[src/verilog/sc_timing_pkg.sv]
// Constants, field layouts and types of the smart-card timing block.
//
// Summary of operation
// - Guard time is eleven ETU plus setting.
// - Four-bit limit on parity-error character repetitions.
// - Eight-bit reverse delay, value equals delay units.
// - Bits 15:8 divide clock for interface chip.
// - Bits 7:0 divide clock for the card.
// - Transmissions performed equal transmit count plus one.
// - Auto switch to receive when enable bit 13.
// - Interrupt when parity errors reach threshold plus one.
// - Interrupt when receptions reach threshold plus one.
// - Write-only bit 8 enables automatic parity.
// - First reset-answer byte compared; mismatch changes parity.
// - Automatic parity off: parity is fixed setting.
// - One ETU is ten tuning plus fine.
package sc_timing_pkg;

    // ****************************************************************
    // Register map
    // ****************************************************************
    localparam int ADDR_W = 8;
    localparam logic [7:0] OFF_CONTROL = 8'h00;
    localparam logic [7:0] OFF_BAUD = 8'h10;
    localparam logic [7:0] OFF_GUARD_TIME = 8'h1C;
    localparam logic [7:0] OFF_REPEAT_LIMIT = 8'h20;
    localparam logic [7:0] OFF_REVERSE_DELAY = 8'h24;
    localparam logic [7:0] OFF_CLOCK_DIVIDER = 8'h28;
    localparam logic [7:0] OFF_TRANSMIT_COUNT = 8'h2C;
    localparam logic [7:0] OFF_PE_THRESHOLD = 8'h30;
    localparam logic [7:0] OFF_RX_THRESHOLD = 8'h34;
    localparam logic [7:0] OFF_AUTO_PARITY = 8'h38;
    localparam logic [7:0] OFF_INT_STATUS = 8'h44;
    localparam logic [7:0] OFF_INT_ENABLE = 8'h48;

    // ****************************************************************
    // Fields and reset values
    // ****************************************************************
    localparam int CTRL_DIR_RX = 0;
    localparam int CTRL_FIXED_PAR = 5;
    localparam int BAUD_FINE_LSB = 0;
    localparam int BAUD_TUNING_LSB = 4;
    localparam int DIV_CARD_LSB = 0;
    localparam int DIV_IF_LSB = 8;
    localparam int AUTO_ON_BIT = 8;
    localparam int STAT_PE_REACHED = 2;
    localparam int STAT_REP_EXCEEDED = 6;
    localparam int STAT_TX_DONE = 13;
    localparam int STAT_RX_REACHED = 14;
    localparam int IER_AUTO_SWITCH = 13;
    localparam logic [15:0] STATUS_USED = 16'h6044;
    localparam logic RST_DIR_RX = 1'b1;
    localparam logic [8:0] GUARD_BASE_ETU = 9'h00B;
    localparam logic [3:0] ETU_MULT = 4'hA;
    localparam logic [13:0] ETU_MIN = 14'h0001;

    // ****************************************************************
    // Types
    // ****************************************************************
    typedef struct packed {
        logic [1:0] htrans;
        logic [31:0] haddr;
        logic hwrite;
        logic [2:0] hsize;
        logic [31:0] hwdata;
        logic hsel;
        logic hready;
    } ahb_req_t;

    typedef struct packed {
        logic tx_char_done;
        logic rx_char_done;
        logic rx_parity_err;
        logic first_reset_answer_byte_valid;
        logic [7:0] rx_byte;
        logic guard_start;
    } line_evt_t;

    typedef struct packed {
        logic [7:0] guard_time;
        logic [3:0] parity_repeat_max;
        logic [7:0] rev_delay;
        logic [7:0] interface_clock_divider;
        logic [7:0] card_div;
        logic [15:0] tx_num;
        logic [15:0] pe_num;
        logic [15:0] rx_num;
        logic auto_parity_on;
        logic [7:0] first_byte_match_value;
        logic dir_rx;
        logic fixed_parity_select;
        logic [9:0] tuning;
        logic [3:0] fine;
        logic [15:0] status;
        logic [15:0] interrupt_enable_reg;
        logic [15:0] tx_cnt;
        logic [15:0] pe_cnt;
        logic [15:0] rx_cnt;
        logic [3:0] rep_cnt;
        logic [7:0] card_pre;
        logic [7:0] if_pre;
        logic card_clk;
        logic if_clk;
        logic [13:0] etu_cnt;
        logic etu_tick;
        logic [8:0] guard_cnt;
        logic guard_busy;
        logic par_flip;
        logic par_out;
        logic irq;
        logic wr_pend;
        logic rd_pend;
        logic [7:0] addr;
        logic [31:0] hrdata;
        logic hready;
    } state_t;

endpackage

[src/verilog/sc_timing.sv]
// Smart-card character timing, counters and parity selection block.
//
// The AHB-Lite register port was decided locally.
`timescale 1ns/10ps
module sc_timing
    import sc_timing_pkg::*;
(
    // Clock and reset
    input wire logic hclk,
    input wire logic hresetn,
    // AHB-Lite slave
    input wire logic hsel,
    input wire logic [31:0] haddr,
    input wire logic [1:0] htrans,
    input wire logic hwrite,
    input wire logic [2:0] hsize,
    input wire logic [31:0] hwdata,
    input wire logic hready,
    output logic hreadyout,
    output logic hresp,
    output logic [31:0] hrdata,
    // Character events from the serial engine
    input wire logic tx_char_done,
    input wire logic rx_char_done,
    input wire logic rx_parity_err,
    input wire logic first_reset_answer_byte_valid,
    input wire logic [7:0] rx_byte,
    input wire logic guard_start,
    // Timing and control outputs
    output logic card_clk,
    output logic interface_clk,
    output logic etu_tick,
    output logic guard_busy,
    output logic rx_direction,
    output logic parity_select,
    output logic [3:0] repeat_limit,
    output logic [7:0] reverse_delay,
    output logic irq
);

    // ****************************************************************
    // Helpers
    // ****************************************************************
    function automatic logic [13:0] etu_len(input logic [9:0] t,
                                            input logic [3:0] f);
        logic [13:0] v;
        v = 14'(t) * 14'(ETU_MULT);
        v = v + 14'(f);
        if (v == '0) begin
            v = ETU_MIN;
        end
        return v;
    endfunction

    function automatic logic [15:0] step(input logic [15:0] c,
                                         input logic [15:0] lim);
        return (c == lim) ? 16'h0000 : c + 16'h0001;
    endfunction

    state_t st;
    state_t nx;
    line_evt_t ev;
    logic accept;
    logic wr_now;
    logic card_tick;
    logic card_rise;
    logic [15:0] w1c;
    logic [15:0] set_bits;
    logic [31:0] rd_mux;

    assign ev = '{tx_char_done, rx_char_done, rx_parity_err,
                  first_reset_answer_byte_valid, rx_byte, guard_start};
    assign accept = hsel && htrans[1] && hready;
    assign wr_now = st.wr_pend;
    assign card_tick = (st.card_pre == st.card_div);
    assign card_rise = card_tick && !st.card_clk;

    // ****************************************************************
    // Read multiplexer
    // ****************************************************************
    always_comb begin
        rd_mux = '0;
        unique case (st.addr)
            OFF_CONTROL: begin
                rd_mux[CTRL_DIR_RX] = st.dir_rx;
                rd_mux[CTRL_FIXED_PAR] = st.fixed_parity_select;
            end
            OFF_BAUD: begin
                rd_mux[BAUD_TUNING_LSB +: 10] = st.tuning;
                rd_mux[BAUD_FINE_LSB +: 4] = st.fine;
            end
            OFF_GUARD_TIME: rd_mux[7:0] = st.guard_time;
            OFF_REPEAT_LIMIT: rd_mux[3:0] = st.parity_repeat_max;
            OFF_REVERSE_DELAY: rd_mux[7:0] = st.rev_delay;
            OFF_CLOCK_DIVIDER: begin
                rd_mux[DIV_IF_LSB +: 8] = st.interface_clock_divider;
                rd_mux[DIV_CARD_LSB +: 8] = st.card_div;
            end
            OFF_TRANSMIT_COUNT: rd_mux[15:0] = st.tx_num;
            OFF_PE_THRESHOLD: rd_mux[15:0] = st.pe_num;
            OFF_RX_THRESHOLD: rd_mux[15:0] = st.rx_num;
            OFF_INT_STATUS: rd_mux[15:0] = st.status;
            OFF_INT_ENABLE: rd_mux[15:0] = st.interrupt_enable_reg;
            default: rd_mux = '0;
        endcase
    end

    // ****************************************************************
    // Next state
    // ****************************************************************
    always_comb begin
        nx = st;
        set_bits = '0;
        w1c = '0;
        // Bus: writes complete with no wait, reads take one wait state.
        nx.wr_pend = accept && hwrite;
        nx.rd_pend = accept && !hwrite;
        if (accept) begin
            nx.addr = haddr[ADDR_W-1:0];
        end
        nx.hready = !(accept && !hwrite);
        if (st.rd_pend) begin
            nx.hrdata = rd_mux;
        end
        if (wr_now) begin
            unique case (st.addr)
                OFF_CONTROL: begin
                    nx.dir_rx = hwdata[CTRL_DIR_RX];
                    nx.fixed_parity_select = hwdata[CTRL_FIXED_PAR];
                end
                OFF_BAUD: begin
                    nx.tuning = hwdata[BAUD_TUNING_LSB +: 10];
                    nx.fine = hwdata[BAUD_FINE_LSB +: 4];
                end
                OFF_GUARD_TIME: nx.guard_time = hwdata[7:0];
                OFF_REPEAT_LIMIT: nx.parity_repeat_max = hwdata[3:0];
                OFF_REVERSE_DELAY: nx.rev_delay = hwdata[7:0];
                OFF_CLOCK_DIVIDER: begin
                    nx.interface_clock_divider = hwdata[DIV_IF_LSB +: 8];
                    nx.card_div = hwdata[DIV_CARD_LSB +: 8];
                end
                OFF_TRANSMIT_COUNT: nx.tx_num = hwdata[15:0];
                OFF_PE_THRESHOLD: nx.pe_num = hwdata[15:0];
                OFF_RX_THRESHOLD: nx.rx_num = hwdata[15:0];
                OFF_AUTO_PARITY: begin
                    nx.auto_parity_on = hwdata[AUTO_ON_BIT];
                    nx.first_byte_match_value = hwdata[7:0];
                end
                OFF_INT_STATUS: w1c = hwdata[15:0];
                OFF_INT_ENABLE: nx.interrupt_enable_reg = hwdata[15:0];
                default: nx.addr = st.addr;
            endcase
        end
        // Clock dividers: each output toggles once per divided period.
        nx.card_pre = card_tick ? 8'h00 : st.card_pre + 8'h01;
        nx.card_clk = card_tick ? !st.card_clk : st.card_clk;
        if (st.if_pre == st.interface_clock_divider) begin
            nx.if_pre = 8'h00;
            nx.if_clk = !st.if_clk;
        end else begin
            nx.if_pre = st.if_pre + 8'h01;
        end
        // ETU counted in rising edges of the card clock.
        nx.etu_tick = 1'b0;
        if (card_rise) begin
            if (st.etu_cnt >= etu_len(st.tuning, st.fine) - ETU_MIN) begin
                nx.etu_cnt = '0;
                nx.etu_tick = 1'b1;
            end else begin
                nx.etu_cnt = st.etu_cnt + ETU_MIN;
            end
        end
        // Guard time: a restart while busy is ignored.
        if (ev.guard_start && !st.guard_busy) begin
            nx.guard_cnt = GUARD_BASE_ETU + {1'b0, st.guard_time};
        end else if (st.etu_tick && st.guard_cnt != '0) begin
            nx.guard_cnt = st.guard_cnt - 9'h001;
        end
        nx.guard_busy = (nx.guard_cnt != '0);
        // Transmit count and automatic switch to receive.
        if (ev.tx_char_done && !st.dir_rx) begin
            nx.tx_cnt = step(st.tx_cnt, st.tx_num);
            if (st.tx_cnt == st.tx_num) begin
                set_bits[STAT_TX_DONE] = 1'b1;
                if (st.interrupt_enable_reg[IER_AUTO_SWITCH]) begin
                    nx.dir_rx = 1'b1;
                end
            end
        end
        if (nx.dir_rx) begin
            nx.tx_cnt = '0;
        end
        // Parity errors: threshold count and repetition limit.
        if (ev.rx_parity_err) begin
            nx.pe_cnt = step(st.pe_cnt, st.pe_num);
            set_bits[STAT_PE_REACHED] = (st.pe_cnt == st.pe_num);
            if (st.rep_cnt == st.parity_repeat_max) begin
                set_bits[STAT_REP_EXCEEDED] = 1'b1;
                nx.rep_cnt = '0;
            end else begin
                nx.rep_cnt = st.rep_cnt + 4'h1;
            end
        end else if (ev.rx_char_done) begin
            nx.rep_cnt = '0;
        end
        // Receive count; the interrupt needs its enable bit set.
        if (ev.rx_char_done) begin
            nx.rx_cnt = step(st.rx_cnt, st.rx_num);
            set_bits[STAT_RX_REACHED] = (st.rx_cnt == st.rx_num);
        end
        // Automatic parity on the first reset-answer byte.
        if (!st.auto_parity_on) begin
            nx.par_flip = 1'b0;
        end else if (ev.first_reset_answer_byte_valid) begin
            nx.par_flip = (ev.rx_byte != st.first_byte_match_value);
        end
        nx.par_out = st.auto_parity_on ?
                     (st.fixed_parity_select ^ st.par_flip) :
                     st.fixed_parity_select;
        // Sticky status: a new event wins over a clear in one cycle.
        nx.status = ((st.status & ~w1c) | set_bits) & STATUS_USED;
        nx.irq = |(nx.status & nx.interrupt_enable_reg);
    end

    // ****************************************************************
    // State register
    // ****************************************************************
    always_ff @(posedge hclk or negedge hresetn) begin
        if (!hresetn) begin
            st <= '0;
            st.dir_rx <= RST_DIR_RX;
            st.hready <= 1'b1;
        end else begin
            st <= nx;
        end
    end

    assign hreadyout = st.hready;
    assign hresp = 1'b0;
    assign hrdata = st.hrdata;
    assign card_clk = st.card_clk;
    assign interface_clk = st.if_clk;
    assign etu_tick = st.etu_tick;
    assign guard_busy = st.guard_busy;
    assign rx_direction = st.dir_rx;
    assign parity_select = st.par_out;
    assign repeat_limit = st.parity_repeat_max;
    assign reverse_delay = st.rev_delay;
    assign irq = st.irq;
endmodule

[config.mk]
export PLATFORM = sky130hd
export DESIGN_NAME = sc_timing
export DESIGN_NICKNAME = d
export VERILOG_FILES = /design/src/verilog/sc_timing_pkg.sv /design/src/verilog/sc_timing.sv
export SDC_FILE = /design/constraint.sdc
export NUM_CORES = 1
export LEC_CHECK = 0
export ABC_AREA = 1
export BUFFER_PORTS_ARGS = -buffer_cell sky130_fd_sc_hd__clkbuf_2
export CORE_MARGIN = 1.5
export CORE_UTILIZATION = 40
export CTS_BUF_LIST = sky130_fd_sc_hd__clkbuf_8
export CTS_CLUSTER_DIAMETER = 30
export DETAILED_ROUTE_END_ITERATION = 10
export PLACE_DENSITY_LB_ADDON = 0.1
export SYNTH_ARGS = -nofsm -noshare
export SYNTH_HDL_FRONTEND = slang
export SYNTH_SLANG_ARGS = --single-unit
[constraint.sdc]
create_clock -name hclk -period 5 [get_ports hclk]
set_clock_uncertainty 0.1 [all_clocks]
set_input_delay 0.25 -clock hclk [delete_from_list [all_inputs] [get_ports hclk]]
set_output_delay 0.25 -clock hclk [all_outputs]
set_load 0.02 [all_outputs]
After elaboration in Yosys (flattened, before gate mapping)
Index checks and enable logic that the tools add are counted.
- input port bits: 87
- word-level logic and storage cells: 152
- flip-flop bits (word level): 254
- add/subtract/negate cells: 11
- equality and inequality tests: 20
- reduce and logical (&&, ||, !) cells: 32
- $mul: 1
- order comparisons: 1
- multiplexer cells: 46
- bitwise gates (word level): 5
- operators by type and width (cell ; count):
    $mux 16 ; 8
    $eq 8x6->1 const B ; 7
    $mux 14 ; 4
    $add 16x1->16 const B ; 3
    $eq 16x16->1 ; 3
    $pmux 6 s7 ; 1
    $mux 8 ; 5
    $mux 15 ; 2
    $pmux 3 s10 ; 1
    $reduce_and 2->1 ; 10
    $mux 9 ; 2
    $pmux 2 s9 ; 1
    $reduce_bool 9->1 ; 2
    $add 8x1->8 const B ; 2
    $and 15x16->16 ; 1
    $eq 8x5->1 const B ; 2
    $eq 8x7->1 const B ; 2
    $eq 8x8->1 ; 2
    $reduce_or 16->1 ; 1
    $and 15x15->15 ; 1
    $not 15->15 ; 1
    $or 15x15->15 ; 1
    $add 14x1->14 const B ; 1
    $add 14x4->14 ; 1
    other kinds (23) ; 52

Depth between registers and ports, before layout
- depth in word-level cells: 9
- gate-level depth with buffers: 38
- depth with buffers taken out: 38

Worst setup path after synthesis
Ideal clock, no wire load.
- path kind: register to register
- start point: reg st[178] (netlist name)
- end point: reg st[67] (netlist name)
- data arrival time: 4461 ps
- stages on the path, launching flop included: 29
- period minus slack after synthesis: 4682 ps
- path slack: 318 ps
- data required time: 4779 ps
- cells stage by stage: dfrtp_1 > ha_1 > ha_1 > inv_1 > fa_1 > inv_1 > nand3_4 > nor2_2 > nand3_1 > o21ai_1 > nand2_2 > nand2_2 > nor2_4 > nand3_4 > nand2_1 > inv_1 > ha_1 > nand4_1 > nor3_1 > nand4_1 > xnor2_1 > ha_1 > nand2_1 > nor4_1 > nor2_1 > nand2b_1 > nand2_1 > clkinv_1 > nor2_1
- word-level cells in the longest chain between the ends: 8
- RTL lines (element ; line ; text):
    start: declaration ; sc_timing.sv:60 ; state_t st;
    start signal: assignment ; sc_timing.sv:234 ; st <= nx;
    $mul 10x3->13 (*) ; sc_timing.sv:47 ; v = 14'(t) * 14'(ETU_MULT);
    $add 14x4->14 (*) ; sc_timing.sv:48 ; v = v + 14'(f);
    $logic_not 14->1 ; sc_timing.sv:49 ; if (v == '0) begin
    $mux 14 (*) ; sc_timing.sv:49 ;
    $mux 14 (*) ; sc_timing.sv:165 ; if (card_rise) begin
    $sub 14x1->14 (*) ; sc_timing.sv:166 ; if (st.etu_cnt >= etu_len(st.tuning, st.fine) - ETU_MIN) begin
    $ge 14x14->1 (*) ; sc_timing.sv:166 ;
    $mux 14 (*) ; sc_timing.sv:166 ;
Every way passes the cells marked *; elsewhere a longest branch is shown, timed or not. The select of a mux whose other input is x is not followed.
A chain may end at the register's enable or synchronous reset.

Final worst setup path
- start point: reg st[180] (netlist name)
- end point: reg st[59] (netlist name)
Same word-level chain as after synthesis.

==> reports/metrics.cfg <==
[global_routing]
grtUsageTotal=0.2275
top_usage_layer=met2
use_met1=0.3009
antenna_found_initial=0
met3_usage=0.04620
grt_pass1_vias=12210
grt_max_degree=122
grt-ovfl-total=0
grt_pass1_wl_um=66800
use_met2=0.3665

[power]
ir_worst_vdd_mv=0.2108
p_per_area_mw_per_mm2=348.3
power_mw=6.014
power_leakage_nw=8.992

[timing]
fmax_mhz=205.9
setup_viol=0
min_period_over_period=0.9715
slew_headroom=0.2899
rsz0062_at_grt=yes
fin_crit_ns=4.858
hold_violations=0
worst_pin_slew_ns=1.063
slew_viol_final=0

[synth]
synth_area_leaders=dfrtp_1 (43%), nand2_1 (11%), o21ai_0 (6.5%)
synthCells=1856
synth_area_per_cell_sq_um=7.819
yosys_warnings=0
ys_async_sr_fraction=1.000
synth_top_flop_cell=dfrtp_1
yosysSeqAreaShare=0.4381
synth_top_area_frac=0.4345
synth_area_sq_mm=0.01451
synth-seq-cells=254
synth-edff-count=0
synth.largest_area_cell=dfrtp_1
synthDistinctLibCells=59

[worst_setup_path]
reg2reg_to=st[59]
worstPathArrival_ns=5.25
cpMostUsedCell=inv_2
critPathMaxFanout=5
required_ns=5.39
reg2reg_depth=30
worstSetupEndpoint=st[59]
r2r_slack_ns=0.14
r2r_start=st[180]
cp-end-kind=flip-flop
cpMaxStageDelayCell=fa_2
critical-path-max-stage-delay_ns=0.44
crit_path_start_kind=flip-flop
critPathKind=flip-flop to flip-flop
cp-startpoint=st[180]

[die]
dieArea_sq_mm=0.03743
ios=140
fp.dieW_um=193.5
std_cell_rows=69
fp.coreArea_sq_mm=0.03566
die_h_um=193.5
start_util=0.4070

[clocking]
clock_sinks=254
max-clock-path-buffers=3
cts_tree=yes
cts_buffers=70
clk_latency_ns=0.61
path_clk_slew_ns=0.05
htree_levels=3
root_buffer=clkbuf_8

[drt]
drtIter0Drc=922
post_drt_wl_per_cell_um=16.87
routed_wirelength_um=42360
antenna_left=0
drc_errors=6
viasPerCell=5.052
drt_first_pass_iters=11
vias=12690

[layout]
area_growth_pct=18.97
multi_input_area_sq_mm=0.006869
post-route-util=0.4842
fill_cells=3580
regArea_sq_mm=0.006359
fin_nets=2132
diodes=0
stdcell_area_sq_mm=0.01727
drive_above_1_share=0.1571

[placement]
dpl.hpwl_um=30460
placed_area_sq_mm=0.01524
port_buffers=78
gp_congestion=0.8702

[worst_hold_path]
hold_class=input pin to flip-flop

[run_status]
status=complete, but fails checks
failed_checks=design-rule violations

[job]
cap_violations=0

[worst min path at each step]
stage / cells past startpoint / start / to
final: 3 / hwdata[8] / st[254]
after global routing: 3 / hwdata[8] / st[181]
after CTS: 3 / hwdata[8] / st[254]
after detailed placement: 1 / hresetn / st[68]
after global placement: 1 / hresetn / st[66]
after floorplan: 0 / hresetn / card_clk
[per-layer routing]
metal | part of all wire | vias to the layer above | wire length, um
li1 | - | 6310 | -
met1 | 0.46 | 5982 | 19350
met2 | 0.46 | 303 | 19640
met3 | 0.048 | 91 | 2023
met4 | 0.032 | 0 | 1350
met5 | 0 | - | 0
[stage by stage]
stage | instances | worst slack (ns) | hold WS [ns] | setup TNS [ns]
2_1_floorplan | 1872 | 0.3177 | -0.1456 | 0
3_3_place_gp | 2352 | 0.09620 | 0.3141 | 0
3_5_place_dp | 2352 | -0.005411 | 0.3225 | -0.006566
4_1_cts | 2501 | 0.04028 | 0.04899 | 0
5_1_grt | 2511 | -0.08845 | 0.06212 | -0.8049
6_report | 2511 | 0.1423 | 0.07367 | 0
[logic make-up (layout without fill, tap and decap cells)]
| family | Yosys count | in the layout | share of synthesized area |
|---|---|---|---|
| flip-flops | 254 | 254 | 0.4381 |
| AO/OA/AOI/OAI | 311 | 311 | 0.1192 |
| XOR/XNOR | 75 | 75 | 0.04526 |
| buffers and inverters | 344 | 522 | 0.1021 |
| AND/OR/NAND/NOR | 823 | 823 | 0.2529 |
| other | 1 | 17 | 0.0002584 |
| multiplexers | 3 | 3 | 0.002328 |
| adder cells (fa/ha/maj) | 45 | 45 | 0.03983 |
[Yosys cell counts (3+ instances only)]
library cell	count
nand2_1	426
dfrtp_1	252
inv_1	247
o21ai_0	189
nor2_1	137
nand3_1	105
a21oi_1	60
buf_4	46
nor3_1	45
ha_1	43
xor2_1	41
nand4_1	35
xnor2_1	34
clkbuf_1	27
a221oi_1	18
nand2_2	17
inv_2	13
nor2_2	10
nor3b_1	9
o22ai_1	9
buf_2	8
nor4_1	7
o2111ai_1	6
a31oi_1	5
nand3b_1	5
or2_2	5
nor3_2	4
o21ai_1	4
and3_1	3
mux2_2	3
nand3_2	3
nor4_2	3
[report_power, final]
part	leakage (nW)	internal, mW	switching, mW	total [mW]
clock network	0.835	1.92	1.10	3.02
logic	5.44	0.265	0.400	0.665
registers	2.71	2.19	0.143	2.33
total	8.99	4.37	1.64	6.01
[layout by cell type, fill, tap and decap left out, types with 40 or more instances in the layout]
master	synthesis	layout
nor2_1	137	135
o21ai_0	189	188
inv_1	247	254
nand2_1	426	419
dfrtp_1	252	252
nor3_1	45	44
xor2_1	41	40
nand3_1	105	103
clkbuf_2	0	77
a21oi_1	60	59
clkbuf_8	0	83
[sequential cells by signal (all words and copies together), names as in the netlist]
name           cells
card_clk           1
etu_tick           1
guard_busy         1
hrdata            16
hreadyout          1
interface_clk      1
irq                1
parity_select      1
repeat_limit       4
reverse_delay      8
rx_direction       1
st               217
wr_now             1
[worst max-delay path: cells and delay by family (launching register included)]
family / cells / cell delay, ns
xor gates and xnor gates: 1 / 0.06
adders and majority gates: 5 / 1.33
buffers and inverters: 6 / 0.61
DFF: 1 / 0.38
and+or+nand+nor: 18 / 2.27
[what timing repair did]
action / CTS / global route
hold buffers: 27 / 0
hold endpoints to repair: 172 / 0
pin swaps: 1 / 32
resized for setup: 2 / 40
gates cloned: 0 / 1
buffers inserted: 0 / 9
endpoints found under the setup margin: 8 / 15
[final cells by class]
class	instances	area share
Tap cell	461	0.03341
Sequential cell	254	0.3683
Inverter	262	0.05718
Timing Repair inverter	1	0.0004348
Clock inverter	39	0.02319
Multi-Input combinational cell	1274	0.3979
Clock buffer	83	0.06616
Timing Repair Buffer	137	0.05348
Power figures use the tool's default switching activity.
